===== src/logic/upper_timer_pkg.sv =====
/*
 Package for the cascadable upper timer/counter unit: register offsets,
 field positions, reset values, mode and clock-select encodings, carriers.
 Assumes nothing of its surroundings.
*/
package upper_timer_pkg;

    localparam int          ADDR_W          = 5;
    localparam logic [4:0]  OFF_CONTROL     = 5'h00;
    localparam logic [4:0]  OFF_PERIOD      = 5'h04;
    localparam logic [4:0]  OFF_WIDTH       = 5'h08;
    localparam logic [4:0]  OFF_STATUS      = 5'h0C;
    localparam logic [4:0]  OFF_MASK        = 5'h10;
    localparam logic [4:0]  OFF_COUNT       = 5'h14;
    localparam logic [4:0]  OFF_MISC        = 5'h18;

    localparam int          POS_FF          = 7;
    localparam int          POS_CLK         = 4;
    localparam int          POS_RUN         = 3;
    localparam int          POS_MODE        = 0;
    localparam int          POS_DIVSEL      = 0;
    localparam int          POS_OUTDIS      = 1;
    localparam int          POS_SLOW        = 2;

    localparam logic [7:0]  RST_CONTROL     = 8'h00;
    localparam logic [7:0]  RST_PERIOD      = 8'hFF;
    localparam logic [7:0]  RST_WIDTH       = 8'h80;
    localparam logic [1:0]  RST_IRQ         = 2'h0;
    localparam logic [2:0]  RST_MISC        = 3'h2;

    localparam logic [1:0]  RESP_OKAY       = 2'h0;
    localparam logic [1:0]  RESP_SLVERR     = 2'h2;

    // Clock select taps into the free-running prescaler
    localparam int          TAP_CS0         = 11;
    localparam int          TAP_CS1         = 7;
    localparam int          TAP_CS2         = 5;
    localparam int          TAP_CS3         = 3;
    localparam int          TAP_FS3         = 3;
    localparam int          PRE_W           = 12;
    localparam int          FS_PRE_W        = 4;

    typedef enum logic [2:0] {
        MODE_TIMER8  = 3'h0,
        MODE_PDO8    = 3'h1,
        MODE_PWM8    = 3'h2,
        MODE_RSVD3   = 3'h3,
        MODE_TIMER16 = 3'h4,
        MODE_WARMUP  = 3'h5,
        MODE_PWM16   = 3'h6,
        MODE_PPG16   = 3'h7
    } mode_type;

    typedef struct packed {
        logic       ffCtrl;
        logic [2:0] clkSel;
        logic       run;
        logic [2:0] mode;
    } control_type;

    // Lower unit's interface to this one
    typedef struct packed {
        logic       overflow;
        logic [7:0] count;
        logic [7:0] periodLow;
        logic [7:0] widthLow;
    } lower_link_type;

endpackage


===== src/logic/tick_select.sv =====
/*
 Source clock selector: turns prescaler edges into a one-cycle count tick.
 Assumes high/low frequency clock enables and the pin level are synchronous.
*/
`timescale 1ns/1ns
`default_nettype none
module tick_select (
    input  wire logic                       sys_clk,
    input  wire logic                       nrst,
    input  wire logic [2:0]                 clkSel,
    input  wire logic                       divSel,
    input  wire logic                       slowMode,
    input  wire logic                       highFreqTick,
    input  wire logic                       lowFreqTick,
    input  wire logic                       extPin,
    output logic                            tick
);
    import upper_timer_pkg::*;

    logic [PRE_W-1:0]    hfPre_q;
    logic [FS_PRE_W-1:0] lfPre_q;
    logic [PRE_W-1:0]    hfPre_d;
    logic [FS_PRE_W-1:0] lfPre_d;
    logic                pinDly_q;
    logic                tick_d;

    // Tap goes high for one tick when all lower bits roll over
    function automatic logic rolls(input logic [PRE_W-1:0] pre, input int n);
        logic ok;
        ok = 1'b1;
        for (int i = 0; i < n; i++) begin
            ok = ok & pre[i];
        end
        return ok;
    endfunction

    assign hfPre_d = hfPre_q + PRE_W'(1);
    assign lfPre_d = lfPre_q + FS_PRE_W'(1);

    wire hfRoll = highFreqTick;
    wire lfDiv8 = lowFreqTick & (&lfPre_q[TAP_FS3-1:0]);
    wire pinRise = extPin & ~pinDly_q;

    always_comb begin
        tick_d = 1'b0;
        case (clkSel)
            3'h0: tick_d = (divSel | slowMode) ? lfDiv8
                         : hfRoll & rolls(hfPre_q, TAP_CS0);
            3'h1: tick_d = ~slowMode & hfRoll & rolls(hfPre_q, TAP_CS1);
            3'h2: tick_d = ~slowMode & hfRoll & rolls(hfPre_q, TAP_CS2);
            3'h3: tick_d = ~slowMode & hfRoll & rolls(hfPre_q, TAP_CS3);
            3'h4: tick_d = lowFreqTick;
            3'h5: tick_d = ~slowMode & hfRoll & hfPre_q[0];
            3'h6: tick_d = ~slowMode & hfRoll;
            3'h7: tick_d = pinRise;
            default: tick_d = 1'b0;
        endcase
    end

    always_ff @(posedge sys_clk or negedge nrst) begin
        if (!nrst) begin
            hfPre_q  <= '0;
            lfPre_q  <= '0;
            pinDly_q <= 1'b0;
            tick     <= 1'b0;
        end else begin
            if (highFreqTick) hfPre_q <= hfPre_d;
            if (lowFreqTick) lfPre_q <= lfPre_d;
            pinDly_q <= extPin;
            tick     <= tick_d;
        end
    end
endmodule
`default_nettype wire


===== src/logic/upper_timer.sv =====
/*
 Upper unit of a cascadable pair of 8-bit timer/counters, AXI4-Lite slave.
 Assumes the lower unit supplies overflow, count and low compare bytes,
 and that its own clock selector tick arrives on lowerTick in 16-bit modes.
*/
// What this block does
// - The clock select picks a divided high/low clock or the pin as the count source.
// - Clearing the run bit stops and clears the counter; setting it starts counting.
// - The mode field picks timer, divider, PWM, 16-bit timer, warm-up, 16-bit PWM or pulse gen.
// - With the mode top bit set, the unit counts the lower unit's overflow.
// - In 16-bit modes the source is the lower clock select; run and flip-flop come from here.
// - The output disable bit suppresses pulses on the timer pin in pulse modes.
// - In 8-bit timer mode a period match sets status bit 0 (an interrupt only if mask bit 0 is set) and clears the counter.
`timescale 1ns/1ns
`default_nettype none
module upper_timer (
    input  wire logic                           sys_clk,
    input  wire logic                           nrst,
    input  wire logic [upper_timer_pkg::ADDR_W-1:0] s_axi_awaddr,
    input  wire logic                           s_axi_awvalid,
    output logic                                s_axi_awready,
    input  wire logic [31:0]                    s_axi_wdata,
    input  wire logic [3:0]                     s_axi_wstrb,
    input  wire logic                           s_axi_wvalid,
    output logic                                s_axi_wready,
    output logic [1:0]                          s_axi_bresp,
    output logic                                s_axi_bvalid,
    input  wire logic                           s_axi_bready,
    input  wire logic [upper_timer_pkg::ADDR_W-1:0] s_axi_araddr,
    input  wire logic                           s_axi_arvalid,
    output logic                                s_axi_arready,
    output logic [31:0]                         s_axi_rdata,
    output logic [1:0]                          s_axi_rresp,
    output logic                                s_axi_rvalid,
    input  wire logic                           s_axi_rready,
    input  wire logic                           highFreqTick,
    input  wire logic                           lowFreqTick,
    input  wire logic                           extPin,
    input  wire logic                           lowerTick,
    input  wire upper_timer_pkg::lower_link_type lowerLink,
    output logic                                timerOut,
    output logic                                matchPulse,
    output logic                                irq
);
    import upper_timer_pkg::*;

    control_type ctrl_q;
    logic [7:0]  period_q;
    logic [7:0]  width_q;
    logic [7:0]  widthBuf_q;
    logic [1:0]  status_q;
    logic [1:0]  mask_q;
    logic [2:0]  misc_q;
    logic [7:0]  count_q;
    logic        ff_q;
    logic        awHeld_q;
    logic        wHeld_q;
    logic [ADDR_W-1:0] awAddr_q;
    logic [31:0] wData_q;
    logic [3:0]  wStrb_q;
    logic        ownTick;

    // Write channel: capture address and data in either order
    wire awTake  = s_axi_awvalid & s_axi_awready;
    wire wTake   = s_axi_wvalid & s_axi_wready;
    wire haveAw  = awHeld_q | awTake;
    wire haveW   = wHeld_q | wTake;
    wire [ADDR_W-1:0] wAddr = awHeld_q ? awAddr_q : s_axi_awaddr;
    wire [31:0] wDat  = wHeld_q ? wData_q : s_axi_wdata;
    wire        wLane = wHeld_q ? wStrb_q[0] : s_axi_wstrb[0];
    wire doWrite = haveAw & haveW & ~s_axi_bvalid;
    wire wrOk    = wLane & doWrite;

    function automatic logic mapped(input logic [ADDR_W-1:0] a);
        return (a == OFF_CONTROL) | (a == OFF_PERIOD) | (a == OFF_WIDTH) |
               (a == OFF_STATUS) | (a == OFF_MASK) | (a == OFF_COUNT) |
               (a == OFF_MISC);
    endfunction

    // A compare hits on the step that carries the count onto its limit
    function automatic logic lastStep8(input logic [7:0] cnt, input logic [7:0] lim);
        return cnt == (lim - 8'h01);
    endfunction

    function automatic logic lastStep16(input logic [15:0] cnt, input logic [15:0] lim);
        return cnt == (lim - 16'h0001);
    endfunction

    wire wrCtrl   = wrOk & (wAddr == OFF_CONTROL);
    wire wrPeriod = wrOk & (wAddr == OFF_PERIOD);
    wire wrWidth  = wrOk & (wAddr == OFF_WIDTH);
    wire wrStatus = wrOk & (wAddr == OFF_STATUS);
    wire wrMask   = wrOk & (wAddr == OFF_MASK);
    wire wrMisc   = wrOk & (wAddr == OFF_MISC);

    // Mode decode
    wire        wide     = ctrl_q.mode[2];
    wire        isPdo8   = ctrl_q.mode == MODE_PDO8;
    wire        isPwm8   = ctrl_q.mode == MODE_PWM8;
    wire        isPwm16  = ctrl_q.mode == MODE_PWM16;
    wire        isPpg16  = ctrl_q.mode == MODE_PPG16;
    wire        isPwm    = isPwm8 | isPwm16;
    wire        pulseMode = isPdo8 | isPwm | isPpg16;
    wire        running  = ctrl_q.run;

    // Count source: own selector, or lower overflow/tick when cascaded
    wire step = wide ? lowerLink.overflow : ownTick;

    // Combined counts and compares, lower unit as the low byte
    wire [15:0] cnt16    = {count_q, lowerLink.count};
    wire [15:0] per16    = {period_q, lowerLink.periodLow};
    wire [15:0] wid16    = {width_q, lowerLink.widthLow};
    wire        lowStep  = lowerTick;
    wire        match8   = step & lastStep8(count_q, period_q);
    wire        wMatch8  = step & lastStep8(count_q, widthBuf_q);
    wire        match16  = lowStep & lastStep16(cnt16, per16);
    wire        wMatch16 = lowStep & lastStep16(cnt16, wid16);
    wire        wrap8    = step & (count_q == 8'hFF);
    wire        wrap16   = lowStep & (cnt16 == 16'hFFFF);

    logic       clearCnt;
    logic       periodHit;
    logic       ffToggle;
    logic       ffSetHit;
    always_comb begin
        clearCnt  = 1'b0;
        periodHit = 1'b0;
        ffToggle  = 1'b0;
        ffSetHit  = 1'b0;
        case (ctrl_q.mode)
            MODE_TIMER8, MODE_PDO8: begin
                periodHit = match8;
                clearCnt  = match8;
                ffToggle  = isPdo8 & match8;
            end
            MODE_PWM8: begin
                periodHit = wrap8;
                ffToggle  = wMatch8 | wrap8;
            end
            MODE_TIMER16, MODE_WARMUP: begin
                periodHit = match16;
                clearCnt  = match16 & ~ctrl_q.mode[0];
            end
            MODE_PWM16: begin
                periodHit = wrap16;
                ffToggle  = wMatch16 | wrap16;
            end
            MODE_PPG16: begin
                periodHit = match16;
                clearCnt  = match16;
                ffToggle  = wMatch16;
                ffSetHit  = match16;
            end
            default: begin
                periodHit = 1'b0;
            end
        endcase
    end

    // Read mux
    logic [31:0] rdMux;
    always_comb begin
        rdMux = 32'h0000_0000;
        case (s_axi_araddr)
            OFF_CONTROL: rdMux = {24'h000000, ctrl_q};
            OFF_PERIOD:  rdMux = {24'h000000, period_q};
            OFF_WIDTH:   rdMux = {24'h000000, width_q};
            OFF_STATUS:  rdMux = {30'h00000000, status_q};
            OFF_MASK:    rdMux = {30'h00000000, mask_q};
            OFF_COUNT:   rdMux = {24'h000000, count_q};
            OFF_MISC:    rdMux = {29'h00000000, misc_q};
            default:     rdMux = 32'h0000_0000;
        endcase
    end

    // Only a starting write loads the flip-flop; a stopping write leaves it
    wire runStart = wrCtrl & wDat[POS_RUN] & ~running;
    wire [1:0] events = {wrap8 & ~wide, periodHit};

    // Bit 1 flags the 8-bit wrap, bit 0 the period end
    // A set in the same cycle as a clearing write wins
    logic [1:0] statusNext;
    for (genvar b = 0; b < 2; b++) begin : g_status
        assign statusNext[b] = (running & events[b]) | (status_q[b] & ~(wrStatus & wDat[b]));
    end

    tick_select u_tick (
        .sys_clk      (sys_clk),
        .nrst         (nrst),
        .clkSel       (ctrl_q.clkSel),
        .divSel       (misc_q[POS_DIVSEL]),
        .slowMode     (misc_q[POS_SLOW]),
        .highFreqTick (highFreqTick),
        .lowFreqTick  (lowFreqTick),
        .extPin       (extPin),
        .tick         (ownTick)
    );

    // AXI handshake
    always_ff @(posedge sys_clk or negedge nrst) begin
        if (!nrst) begin
            awHeld_q      <= 1'b0;
            wHeld_q       <= 1'b0;
            awAddr_q      <= '0;
            wData_q       <= 32'h0000_0000;
            wStrb_q       <= 4'h0;
            s_axi_awready <= 1'b0;
            s_axi_wready  <= 1'b0;
            s_axi_bvalid  <= 1'b0;
            s_axi_bresp   <= RESP_OKAY;
            s_axi_arready <= 1'b0;
            s_axi_rvalid  <= 1'b0;
            s_axi_rdata   <= 32'h0000_0000;
            s_axi_rresp   <= RESP_OKAY;
        end else begin
            if (awTake) begin
                awAddr_q <= s_axi_awaddr;
            end
            if (wTake) begin
                wData_q <= s_axi_wdata;
                wStrb_q <= s_axi_wstrb;
            end
            awHeld_q      <= haveAw & ~doWrite;
            wHeld_q       <= haveW & ~doWrite;
            // Readies stay low while an answer is pending: one transfer at a time
            s_axi_awready <= ~haveAw & ~s_axi_bvalid & ~s_axi_awready;
            s_axi_wready  <= ~haveW & ~s_axi_bvalid & ~s_axi_wready;
            if (doWrite) begin
                s_axi_bvalid <= 1'b1;
                s_axi_bresp  <= mapped(wAddr) ? RESP_OKAY : RESP_SLVERR;
            end else if (s_axi_bready) begin
                s_axi_bvalid <= 1'b0;
            end
            s_axi_arready <= s_axi_arvalid & ~s_axi_arready & ~s_axi_rvalid;
            if (s_axi_arvalid & s_axi_arready) begin
                s_axi_rvalid <= 1'b1;
                s_axi_rdata  <= rdMux;
                s_axi_rresp  <= mapped(s_axi_araddr) ? RESP_OKAY : RESP_SLVERR;
            end else if (s_axi_rready) begin
                s_axi_rvalid <= 1'b0;
            end
        end
    end

    // Software-visible registers
    always_ff @(posedge sys_clk or negedge nrst) begin
        if (!nrst) begin
            ctrl_q     <= RST_CONTROL;
            period_q   <= RST_PERIOD;
            width_q    <= RST_WIDTH;
            widthBuf_q <= RST_WIDTH;
            status_q   <= RST_IRQ;
            mask_q     <= RST_IRQ;
            misc_q     <= RST_MISC;
        end else begin
            if (wrCtrl) ctrl_q <= wDat[7:0];
            if (wrPeriod) period_q <= wDat[7:0];
            if (wrWidth) width_q <= wDat[7:0];
            if (wrMask) mask_q <= wDat[1:0];
            if (wrMisc) misc_q <= wDat[2:0];
            // Width is double-buffered in 8-bit PWM, loaded at period end; 16-bit PWM compares width_q directly
            if (~running | ~isPwm | periodHit) widthBuf_q <= width_q;
            status_q <= statusNext;
        end
    end

    // Counter, output flip-flop and registered outputs
    always_ff @(posedge sys_clk or negedge nrst) begin
        if (!nrst) begin
            count_q    <= 8'h00;
            ff_q       <= 1'b0;
            timerOut   <= 1'b0;
            matchPulse <= 1'b0;
            irq        <= 1'b0;
        end else begin
            if (!running) begin
                count_q <= 8'h00;
            end else if (clearCnt) begin
                // A period end clears this unit's byte of the count in timer, divider, 16-bit timer and pulse-gen modes; PWM modes wrap instead
                count_q <= 8'h00;
            end else if (step) begin
                count_q <= count_q + 8'h01;
            end
            if (runStart) begin
                ff_q <= wDat[POS_FF];
            end else if (running & ffSetHit) begin
                ff_q <= ctrl_q.ffCtrl;
            end else if (running & ffToggle) begin
                ff_q <= ~ff_q;
            end
            timerOut   <= pulseMode & ~misc_q[POS_OUTDIS] & ff_q;
            matchPulse <= running & periodHit;
            irq        <= |(status_q & mask_q);
        end
    end
endmodule
`default_nettype wire


===== config.mk =====
export PLATFORM = sky130hd
export DESIGN_NAME = upper_timer
export DESIGN_NICKNAME = d
export VERILOG_FILES = /design/src/logic/upper_timer_pkg.sv /design/src/logic/tick_select.sv /design/src/logic/upper_timer.sv
export SDC_FILE = /design/constraint.sdc
export NUM_CORES = 1
export LEC_CHECK = 0
export BUFFER_PORTS_ARGS = -buffer_cell sky130_fd_sc_hd__buf_2
export CAP_MARGIN = 25
export CORE_ASPECT_RATIO = 1.2
export CORE_MARGIN = 2
export CORE_UTILIZATION = 56
export CTS_CLUSTER_DIAMETER = 80
export DETAILED_ROUTE_END_ITERATION = 12
export GPL_ROUTABILITY_DRIVEN = 0
export PLACE_DENSITY = 0.79
export SETUP_SLACK_MARGIN = 0.3
export SYNTH_ARGS = -nofsm -noshare
export SYNTH_HDL_FRONTEND = slang
export SYNTH_SLANG_ARGS = --single-unit

===== constraint.sdc =====
create_clock -name sys_clk -period 3.6 [get_ports sys_clk]
set_input_delay 0 -clock sys_clk [delete_from_list [all_inputs] [get_ports sys_clk]]
set_output_delay 0 -clock sys_clk [all_outputs]
set_load 0.05 [all_outputs]

# [After elaboration in Yosys (flattened, before gate mapping)]
# Cells that the tools add are included.
[word_totals] out_inout_bits=44 register_bits=126 elab_cells=208 input_bits=82
[classes] n_reduce_logical=12 eq_ne=32 muxes=23 n_bitwise=102 n_addsub=7
[ops] cell="$and A1 B1 Y1" n=59
[ops] cell="$pmux W8 S7" n=1
[ops] cell="$eq A16 B16 Y1" n=2
[ops] cell="$mux W8" n=4
[ops] cell="$sub A16 B1 Y16 const B" n=2
[ops] cell="$eq A5 B5 Y1 const B" n=6
[ops] cell="$eq A3 B3 Y1 const B" n=8
[ops] cell="$or A1 B1 Y1" n=24
[ops] cell="$eq A5 B4 Y1 const B" n=4
[ops] cell="$not A1 Y1" n=18
[ops] cell="$eq A16 B16 Y1 const B" n=1
[ops] cell="$eq A8 B8 Y1" n=2
[ops] cell="$sub A8 B1 Y8 const B" n=2
[ops] cell="$add A12 B1 Y12 const B" n=1
[ops] cell="$mux W1" n=11
[ops] cell="$eq A5 B3 Y1 const B" n=2
[ops] cell="$logic_not A5 Y1" n=2
[ops] cell="$eq A3 B2 Y1 const B" n=3
[ops] cell="$add A8 B1 Y8 const B" n=1
[ops] cell="$eq A8 B8 Y1 const B" n=1
[ops] cell="$pmux W1 S4" n=2
[ops] cell="$pmux W1 S8" n=1
[ops] cell="$eq A3 B1 Y1 const B" n=2
[ops] cell="$logic_not A3 Y1" n=2
[ops] cell="other kinds (11)" n=15

# [Logic depth before layout (Yosys ltp)]
# Gate-level depths: netlist (run 1).
[depth] word_depth=13 mapped_depth=11 mapped_depth_nobuf=11

# [By module]
# From an unflattened synthesis (run 1), not the netlist that was laid out.
[unflattened] cells_unflattened=701 area_unflattened_um2=6670.1
[modules_own_cells] module="upper_timer" cells_each=637 seq_area_each_um2=2065.7 area_each_um2=5871.9 instances=1
[modules_own_cells] module="tick_select" cells_each=64 seq_area_each_um2=400.4 area_each_um2=798.3 instances=1

# [Worst setup path after synthesis (run 1)]
# OpenSTA, ideal clock, no wires.
[synth_timing] path_type="reg-to-reg" startpoint="register width_q[2]" endpoint="register ff_q" stages_incl_launch_ff=10 setup_slack_ns=0.547 period_less_slack_ns=3.053 t_required_ns=3.476 setup_ns=0.124 arrival_ns=2.929 cell_sequence="dfrtp_1 > or4_4 > or3b_1 > a2111oi_2 > nand4_1 > or4_1 > o311ai_2 > xor2_1 > o211a_1 > a211o_2"
[synth_between] elab_chain_len=7
[synth_rtl] item="start: declaration" line_no="upper_timer.sv:49" rtl="logic [7:0] width_q;"
[synth_rtl] item="start signal: assignment" line_no="upper_timer.sv:258" rtl="if (wrWidth) width_q <= wDat[7:0];"
[synth_rtl] item="$sub A16 B1 Y16 *" line_no="upper_timer.sv:86" rtl="return cnt == (lim - 16'h0001);"
[synth_rtl] item="$eq A16 B16 Y1 *" line_no="upper_timer.sv:86"
[synth_rtl] item="$and A1 B1 Y1 *" line_no="upper_timer.sv:117" rtl="wire wMatch16 = lowStep & lastStep16(cnt16, wid16);"
[synth_rtl] item="$or A1 B1 Y1" line_no="upper_timer.sv:146" rtl="ffToggle = wMatch16 | wrap16;"
[synth_rtl] item="$pmux W1 S4 *" line_no="upper_timer.sv:130" rtl="case (ctrl_q.mode)"
[synth_rtl] item="$and A1 B1 Y1 *" line_no="upper_timer.sv:288" rtl="end else if (running & ffToggle) begin"
[synth_rtl] item="$reduce_bool A3 Y1 (no source line) *"
[synth_rtl] item="end signal: assignment" line_no="upper_timer.sv:285" rtl="ff_q <= wDat[POS_FF];"
[synth_rtl] item="end signal: assignment" line_no="upper_timer.sv:287" rtl="ff_q <= ctrl_q.ffCtrl;"
[synth_rtl] item="end signal: assignment" line_no="upper_timer.sv:289" rtl="ff_q <= ~ff_q;"
[synth_rtl] item="end: declaration" line_no="upper_timer.sv:55" rtl="logic ff_q;"
# Mark *: on every way between the ends. The rest lies on a longest branch, timed or not.
# A chain may end at the register's enable or synchronous reset.

# [Final worst setup path (run 1)]
[layout_timing] startpoint="register width_q[3]" endpoint="register ff_q"
# The elaborated chain is that of the path after synthesis.

==> summary.md, run 1 <==
| Metric | Value |
|---|---|
| Leak | `3.09 nW` |
| Most common cell after layout, fill and taps aside | `dfrtp_1` |
| Clk root buf | `clkbuf_16` |
| Core Area | `10600 um2` |
| Slew margin rel. | `45.9%` |
| DP HPWL | `10700 um` |
| Post-DRT Antenna Nets | `0` |
| Longest Clk Path Bufs | `2` |
| Register area | `2470 um2` |
| Crit path DAT | `3.46 ns` |
| Post-synth EDFFs | `0` |
| GRT Overall Usage | `25.7%` |
| Critical path startpoint category | `register` |
| Antenna fix cells | `0` |
| CP Buf/Inv Count | `0` |
| Layout cells sized above 1 | `19.6%` |
| Post-synthesis cell type count | `64` |
| Area occupied by multi-input gates | `3430 um2` |
| Met1 Track Usage GR | `31.5%` |
| Max frequency | `309 MHz` |
| Std-Cell Rows | `41` |
| Crit Path Max Fanout | `4` |
| Flop2flop setup slack | `0.36 ns` |
| Vias in the first global route | `5075` |
| Final std cells w/o fill | `880` |
| Initial Util | `57.9%` |
| Slew Viols, Final | `0` |
| Nets | `837` |
| DP Cell Count | `837` |
| Worst setup path start | `width_q[3]` |
| Minimum clock period | `3.24 ns` |
| CTS Buf Count | `9` |
| Worst EP required | `3.83 ns` |
| Ys async rst share | `100%` |
| Initial antenna violation count | `0` |
| Chip Width | `99.6 um` |
| Main synth FF type | `dfrtp_1` |
| Status | `finished, final reports clean` |
| Reg2reg start | `width_q[3]` |
| Peak VDD IR | `0.508 mV` |
| Setup-failing EPs final | `0` |
| Drt via density | `5.94` |
| Fill count | `805` |
| GRT Residual Overflow | `0` |
| Clock Skew | `0.0103 ns` |
| #FFs+latches synth | `98` |
| First-pass GRT wire length | `24400 um` |
| 1st-iter DRT viols | `432` |
| Worst stage delay on the critical path | `0.54 ns` |
| Commonest cells after routing, fill and taps aside | `85 x dfrtp_1, 73 x nor2_1, 71 x buf_2, 50 x xnor2_1, 41 x nand2_1` |
| Worst slew pin tran | `0.809 ns` |
| DRT Wirelength | `15000 um` |
| Most used cell, CP | `or4_4` |
| DR WL/cell | `17.0 um` |
| Seq/Total Area, Yosys | `40.1%` |
| Residual DRC | `0` |
| Largest net degree at the start of global routing | `80` |
| GR Util met3 | `4.26%` |
| Max Cap Viol | `0` |
| Gate family responsible for the most delay along the worst path | `simple AND/OR/NAND/NOR gates` |
| H-Tree Level Count | `3` |
| CTS clk-pin slew, worst paths | `0.07 ns` |
| Final hold vios | `0` |
| Hold Crit Class | `input pin to async pin` |
| Mapped cell area | `6140 um2` |
| Avg Synthesized Cell Area | `9.32 um2` |
| Slowest CP cell | `or4_4` |
| Die Span Y | `119 um` |
| CTS sink cnt | `98` |
| Die ar. | `11800 um2` |
| I/O Buffers | `72` |
| Vias | `5228` |
| CP Capture Type | `register` |
| Gr busiest metal | `met2` |
| Final period util | `89.9%` |
| CTS tree | `done` |
| YS warnings | `0` |
| Mapped Cells | `659` |
| RSZ-0062 raised after global routing | `false` |
| GR Util met2 | `44.0%` |
| Accumulated negative setup slack | `0 ns` |
| Worst-path cell chain | `or4_4, or3b_1, a2111oi_4, nand4_1, or4_4, o311ai_4, xor2_1, o211a_1, a211o_2` |
| I/O pins | `126` |
| CP Class | `register to register` |
| Layout area overhead | `15.9%` |
| 1st-pass router iterations | `7` |
| Clk_lat worst skew | `0.35 ns` |
| PwrDens | `665 nW/um2` |
cell usage after synthesis (2+ instances only):
| library cell | count | area, um2 |
|---|---|---|
| mux2_2 | 25 | 282 |
| buf_4 | 26 | 195 |
| o31ai_1 | 4 | 30.0 |
| o211ai_1 | 5 | 37.5 |
| nor3_1 | 17 | 85.1 |
| xnor2_1 | 50 | 438 |
| a31oi_1 | 7 | 43.8 |
| nand3_1 | 24 | 120 |
| nand2b_1 | 6 | 37.5 |
| and2_1 | 2 | 12.5 |
| dfrtp_1 | 87 | 2180 |
| or2_2 | 2 | 12.5 |
| a22o_1 | 3 | 26.3 |
| ha_1 | 9 | 113 |
| inv_1 | 19 | 71.3 |
| or3_1 | 3 | 18.8 |
| nor2_1 | 73 | 274 |
| clkbuf_1 | 27 | 101 |
| nand3b_1 | 4 | 30.0 |
| a311oi_1 | 2 | 17.5 |
| or4_1 | 3 | 22.5 |
| a211oi_1 | 2 | 15.0 |
| a21oi_1 | 40 | 200 |
| o21ai_0 | 25 | 125 |
| nand2_1 | 41 | 154 |
| o22ai_1 | 2 | 12.5 |
| mux2i_1 | 26 | 260 |
| dfstp_2 | 11 | 289 |
| nor4_1 | 6 | 37.5 |
| xor2_1 | 24 | 210 |
| nand4_1 | 12 | 75.1 |
| a22oi_1 | 7 | 52.6 |
| mux4_2 | 2 | 45.0 |
| nor4b_1 | 5 | 43.8 |
| nor2b_1 | 14 | 87.6 |
| o22a_1 | 4 | 35.0 |
| nand4b_1 | 2 | 17.5 |
| nor3b_1 | 8 | 60.1 |
| and3_1 | 5 | 31.3 |
registers in the layout (all words and copies together) (netlist names), 5 cells and up:
signal          count
width_q             8
widthBuf_q          8
u_tick.hfPre_q     11
awAddr_q            5
ctrl_q              7
count_q             8
period_q            8
wData_q             8
s_axi_rdata         8
what timing repair did:
| item | 4_1_cts | 5_1_grt |
|---|---|---|
| endpoints found under the hold margin | 91 | 0 |
| resized for setup | 1 | 4 |
| setup buffers | 1 | 2 |
| hold buffers | 23 | 0 |
| pin swaps | 0 | 2 |
| setup endpoints to repair | 1 | 1 |
path summary, 6_finish.rpt:
check	end	cells after the start
setup reg to reg	ff_q	9
hold / removal	count_q[2]	2
hold reg to reg	s_axi_arready	1
min in group sys_clk	count_q[0]	4
setup / recovery	ff_q	9
max in group asynchronous	s_axi_rdata[2]	4
logic make-up after synthesis:
group	share of synthesized area, %
AND/OR/NAND/NOR	19.6
AO/OA/AOI/OAI	12.2
flip-flops	40.1
XOR/XNOR	10.5
buffers and inverters	6.05
multiplexers	9.55
adder cells (fa/ha/maj)	1.83
other	0.0610
where the power goes:
part           internal (mW)  switching, mW  total [mW]
Clock                  0.610          0.392        1.00
Sequential              1.47          0.456        1.93
Combinational          0.816          0.994        1.81
Total                   2.90           1.84        4.74
through the flow:
step	area, um2	worst slack [ns]	total power, mW	util [%]	hold WS [ns]
2_1_floorplan	6240	0.547	3.21	-	-0.296
3_3_place_gp	6510	0.357	3.55	61.3	0.134
3_5_place_dp	6510	0.318	3.66	61.3	0.134
4_1_cts	7050	0.320	4.70	66.4	0.125
5_1_grt	7120	0.269	5.03	67.1	0.0124
6_report	7120	0.364	4.74	67.1	0.00362
metal layers:
metal / up-vias / routed length (um)
li1: 2451 / -
met1: 2518 / 5920
met2: 202 / 7730
met3: 57 / 749
met4: 0 / 556
met5: - / 0
layout make-up:
cell class | instances | area share, %
Timing Repair Buffer | 105 | 9.66
Clock buffer | 13 | 3.37
Inverter | 19 | 1.00
Multi-Input combinational cell | 513 | 48.1
Clock inverter | 3 | 0.949
Sequential cell | 98 | 34.7
Tap cell | 129 | 2.27
No activity file was read; power rests on OpenSTA's default activity.
==> inputs of run 2 (changes only) <==
--- a/config.mk
+++ b/config.mk
@@ -13,6 +13,7 @@
 export CTS_CLUSTER_DIAMETER = 80
 export DETAILED_ROUTE_END_ITERATION = 12
 export GPL_ROUTABILITY_DRIVEN = 0
+export GPL_TIMING_DRIVEN = 0
 export PLACE_DENSITY = 0.79
 export SETUP_SLACK_MARGIN = 0.3
 export SYNTH_ARGS = -nofsm -noshare
==> summary.md, run 2 (synthesis gave the netlist of run 1 again) <==
| Metric | Value |
|---|---|
| Residual DRC | `0` |
| Max reg flops | `11` |
| Fill count | `793` |
| Setup-failing EPs final | `0` |
| Gr busiest metal | `met2` |
| Vias in the first global route | `5241` |
| Reg2reg path depth | `9` |
| Slew Viols, Final | `0` |
| Final period util | `91.7%` |
| CTS Buf Count | `9` |
| Drt via density | `5.79` |
| Most common cell after layout, fill and taps aside | `dfrtp_1` |
| I/O Buffers | `69` |
| Most used cell, CP | `or4_4` |
| Std-Cell Rows | `41` |
| I/O pins | `126` |
| Critical path startpoint category | `register` |
| Worst stage delay on the critical path | `0.58 ns` |
| DRT Wirelength | `15300 um` |
| Top reg by flops | `u_tick.hfPre_q` |
| Initial Util | `57.9%` |
| Core Area | `10600 um2` |
| Nets | `880` |
| First-pass GRT wire length | `24900 um` |
| Clk_lat worst skew | `0.34 ns` |
| GRT Residual Overflow | `0` |
| Die ar. | `11800 um2` |
| Final Power | `4.72 mW` |
| Chip Width | `99.6 um` |
| Status | `finished, final reports clean` |
| PwrDens | `646 nW/um2` |
| 1st-iter DRT viols | `305` |
| Layout cells sized above 1 | `21.2%` |
| Clock Skew | `0.00669 ns` |
| Slew margin rel. | `53.4%` |
| Worst-path cell chain | `or4_4, or3b_4, a2111oi_2, nand4_1, or4_4, o311ai_4, xor2_1, o211a_1, a211o_2` |
| Hold_ws | `0.0107 ns` |
| CP Capture Type | `register` |
| GR Util met2 | `48.3%` |
| Post-DRT Antenna Nets | `0` |
| Met1 Track Usage GR | `31.0%` |
| Hold Crit Class | `input pin to register` |
| Hold depth | `3` |
| RSZ-0062 raised after global routing | `false` |
| Worst EP required | `3.83 ns` |
| Final hold vios | `0` |
| Largest net degree at the start of global routing | `57` |
| Minimum clock period | `3.30 ns` |
| Accumulated negative setup slack | `0 ns` |
| Leak | `3.20 nW` |
| Commonest cells after routing, fill and taps aside | `83 x dfrtp_1, 73 x nor2_1, 68 x buf_2, 50 x xnor2_1, 41 x nand2_1` |
| Placed instance area | `6770 um2` |
| DP HPWL | `11200 um` |
| Antenna fix cells | `0` |
| Slowest CP cell | `or4_4` |
| Max frequency | `303 MHz` |
| DR WL/cell | `16.6 um` |
| GR Util met3 | `4.49%` |
| CTS clk-pin slew, worst paths | `0.07 ns` |
| CTS tree | `done` |
| Design area | `7300 um2` |
| H-Tree Level Count | `3` |
| Peak VDD IR | `0.635 mV` |
| Die Span Y | `119 um` |
| Initial antenna violation count | `0` |
| Crit path DAT | `3.53 ns` |
| Worst slew pin tran | `0.689 ns` |
| Layout area overhead | `18.9%` |
| CP Class | `register to register` |
| Vias | `5345` |
| Max Cap Viol | `0` |
| 1st-pass router iterations | `5` |
| GRT Overall Usage | `26.4%` |
| Longest Clk Path Bufs | `2` |
| Clk root buf | `clkbuf_16` |
| Crit Path Max Fanout | `4` |
| CTS sink cnt | `98` |
==> run 2: layout make-up <==
class / instances / area, um2 / area share (%)
repair buffers: 94 / 608 / 8.33
plain buffers: 54 / 300 / 4.11
multi-input cells: 513 / 3420 / 46.8
well taps: 129 / 161 / 2.21
flip-flops and latches: 98 / 2470 / 33.8
inverters: 19 / 71.3 / 0.977
clock inverters: 3 / 25.0 / 0.343
clock buffers: 13 / 250 / 3.43
==> run 2: through the flow <==
step	cells	setup WS [ns]	util, %
2_1_floorplan	684	0.547	-
3_3_place_gp	882	0.213	63.5
3_5_place_dp	883	0.212	63.8
4_1_cts	922	0.300	68.5
5_1_grt	923	0.287	68.8
6_report	923	0.299	68.8
==> run 2: timing repair <==
action,4_1_cts,5_1_grt
resized for setup,2,5
buffers inserted,2,1
endpoints found under the setup margin,1,1
pin swaps,1,3
hold buffers,21,0
endpoints found under the hold margin,59,0
==> run 2: final timing paths <==
path / startpoint / end / slack (ns)
setup / recovery: width_q[3] / ff_q / 0.30
hold / removal: s_axi_awvalid / awHeld_q / 0.01
setup reg to reg: width_q[3] / ff_q / 0.30
hold reg to reg: u_tick.hfPre_q[10] / u_tick.hfPre_q[10] / 0.47
max in group asynchronous: nrst / period_q[5] / 2.69
min in group asynchronous: nrst / status_q[0] / 0.21
==> run 2: layer usage <==
| layer | wire length (um) | share of wire, % | vias up |
|---|---|---|---|
| met5 | 0 | 0 | - |
| met4 | 357 | 2.3 | 0 |
| met3 | 789 | 5.2 | 34 |
| met2 | 8220 | 54 | 194 |
| met1 | 5940 | 39 | 2578 |
| li1 | - | - | 2539 |
==> run 2: power breakdown <==
| part | switching (mW) | internal, mW | total, mW |
|---|---|---|---|
| sequential | 0.357 | 1.47 | 1.83 |
| clock | 0.408 | 0.492 | 0.900 |
| combinational | 1.14 | 0.845 | 1.99 |
==> run 2: critical path: cells and delay by family, from the launching register on <==
| kind | cells | cell delay (ns) |
|---|---|---|
| flip-flops | 1 | 0.43 |
| XOR/XNOR | 1 | 0.11 |
| AO/OA/AOI/OAI | 4 | 1.07 |
| AND/OR/NAND/NOR | 4 | 1.57 |
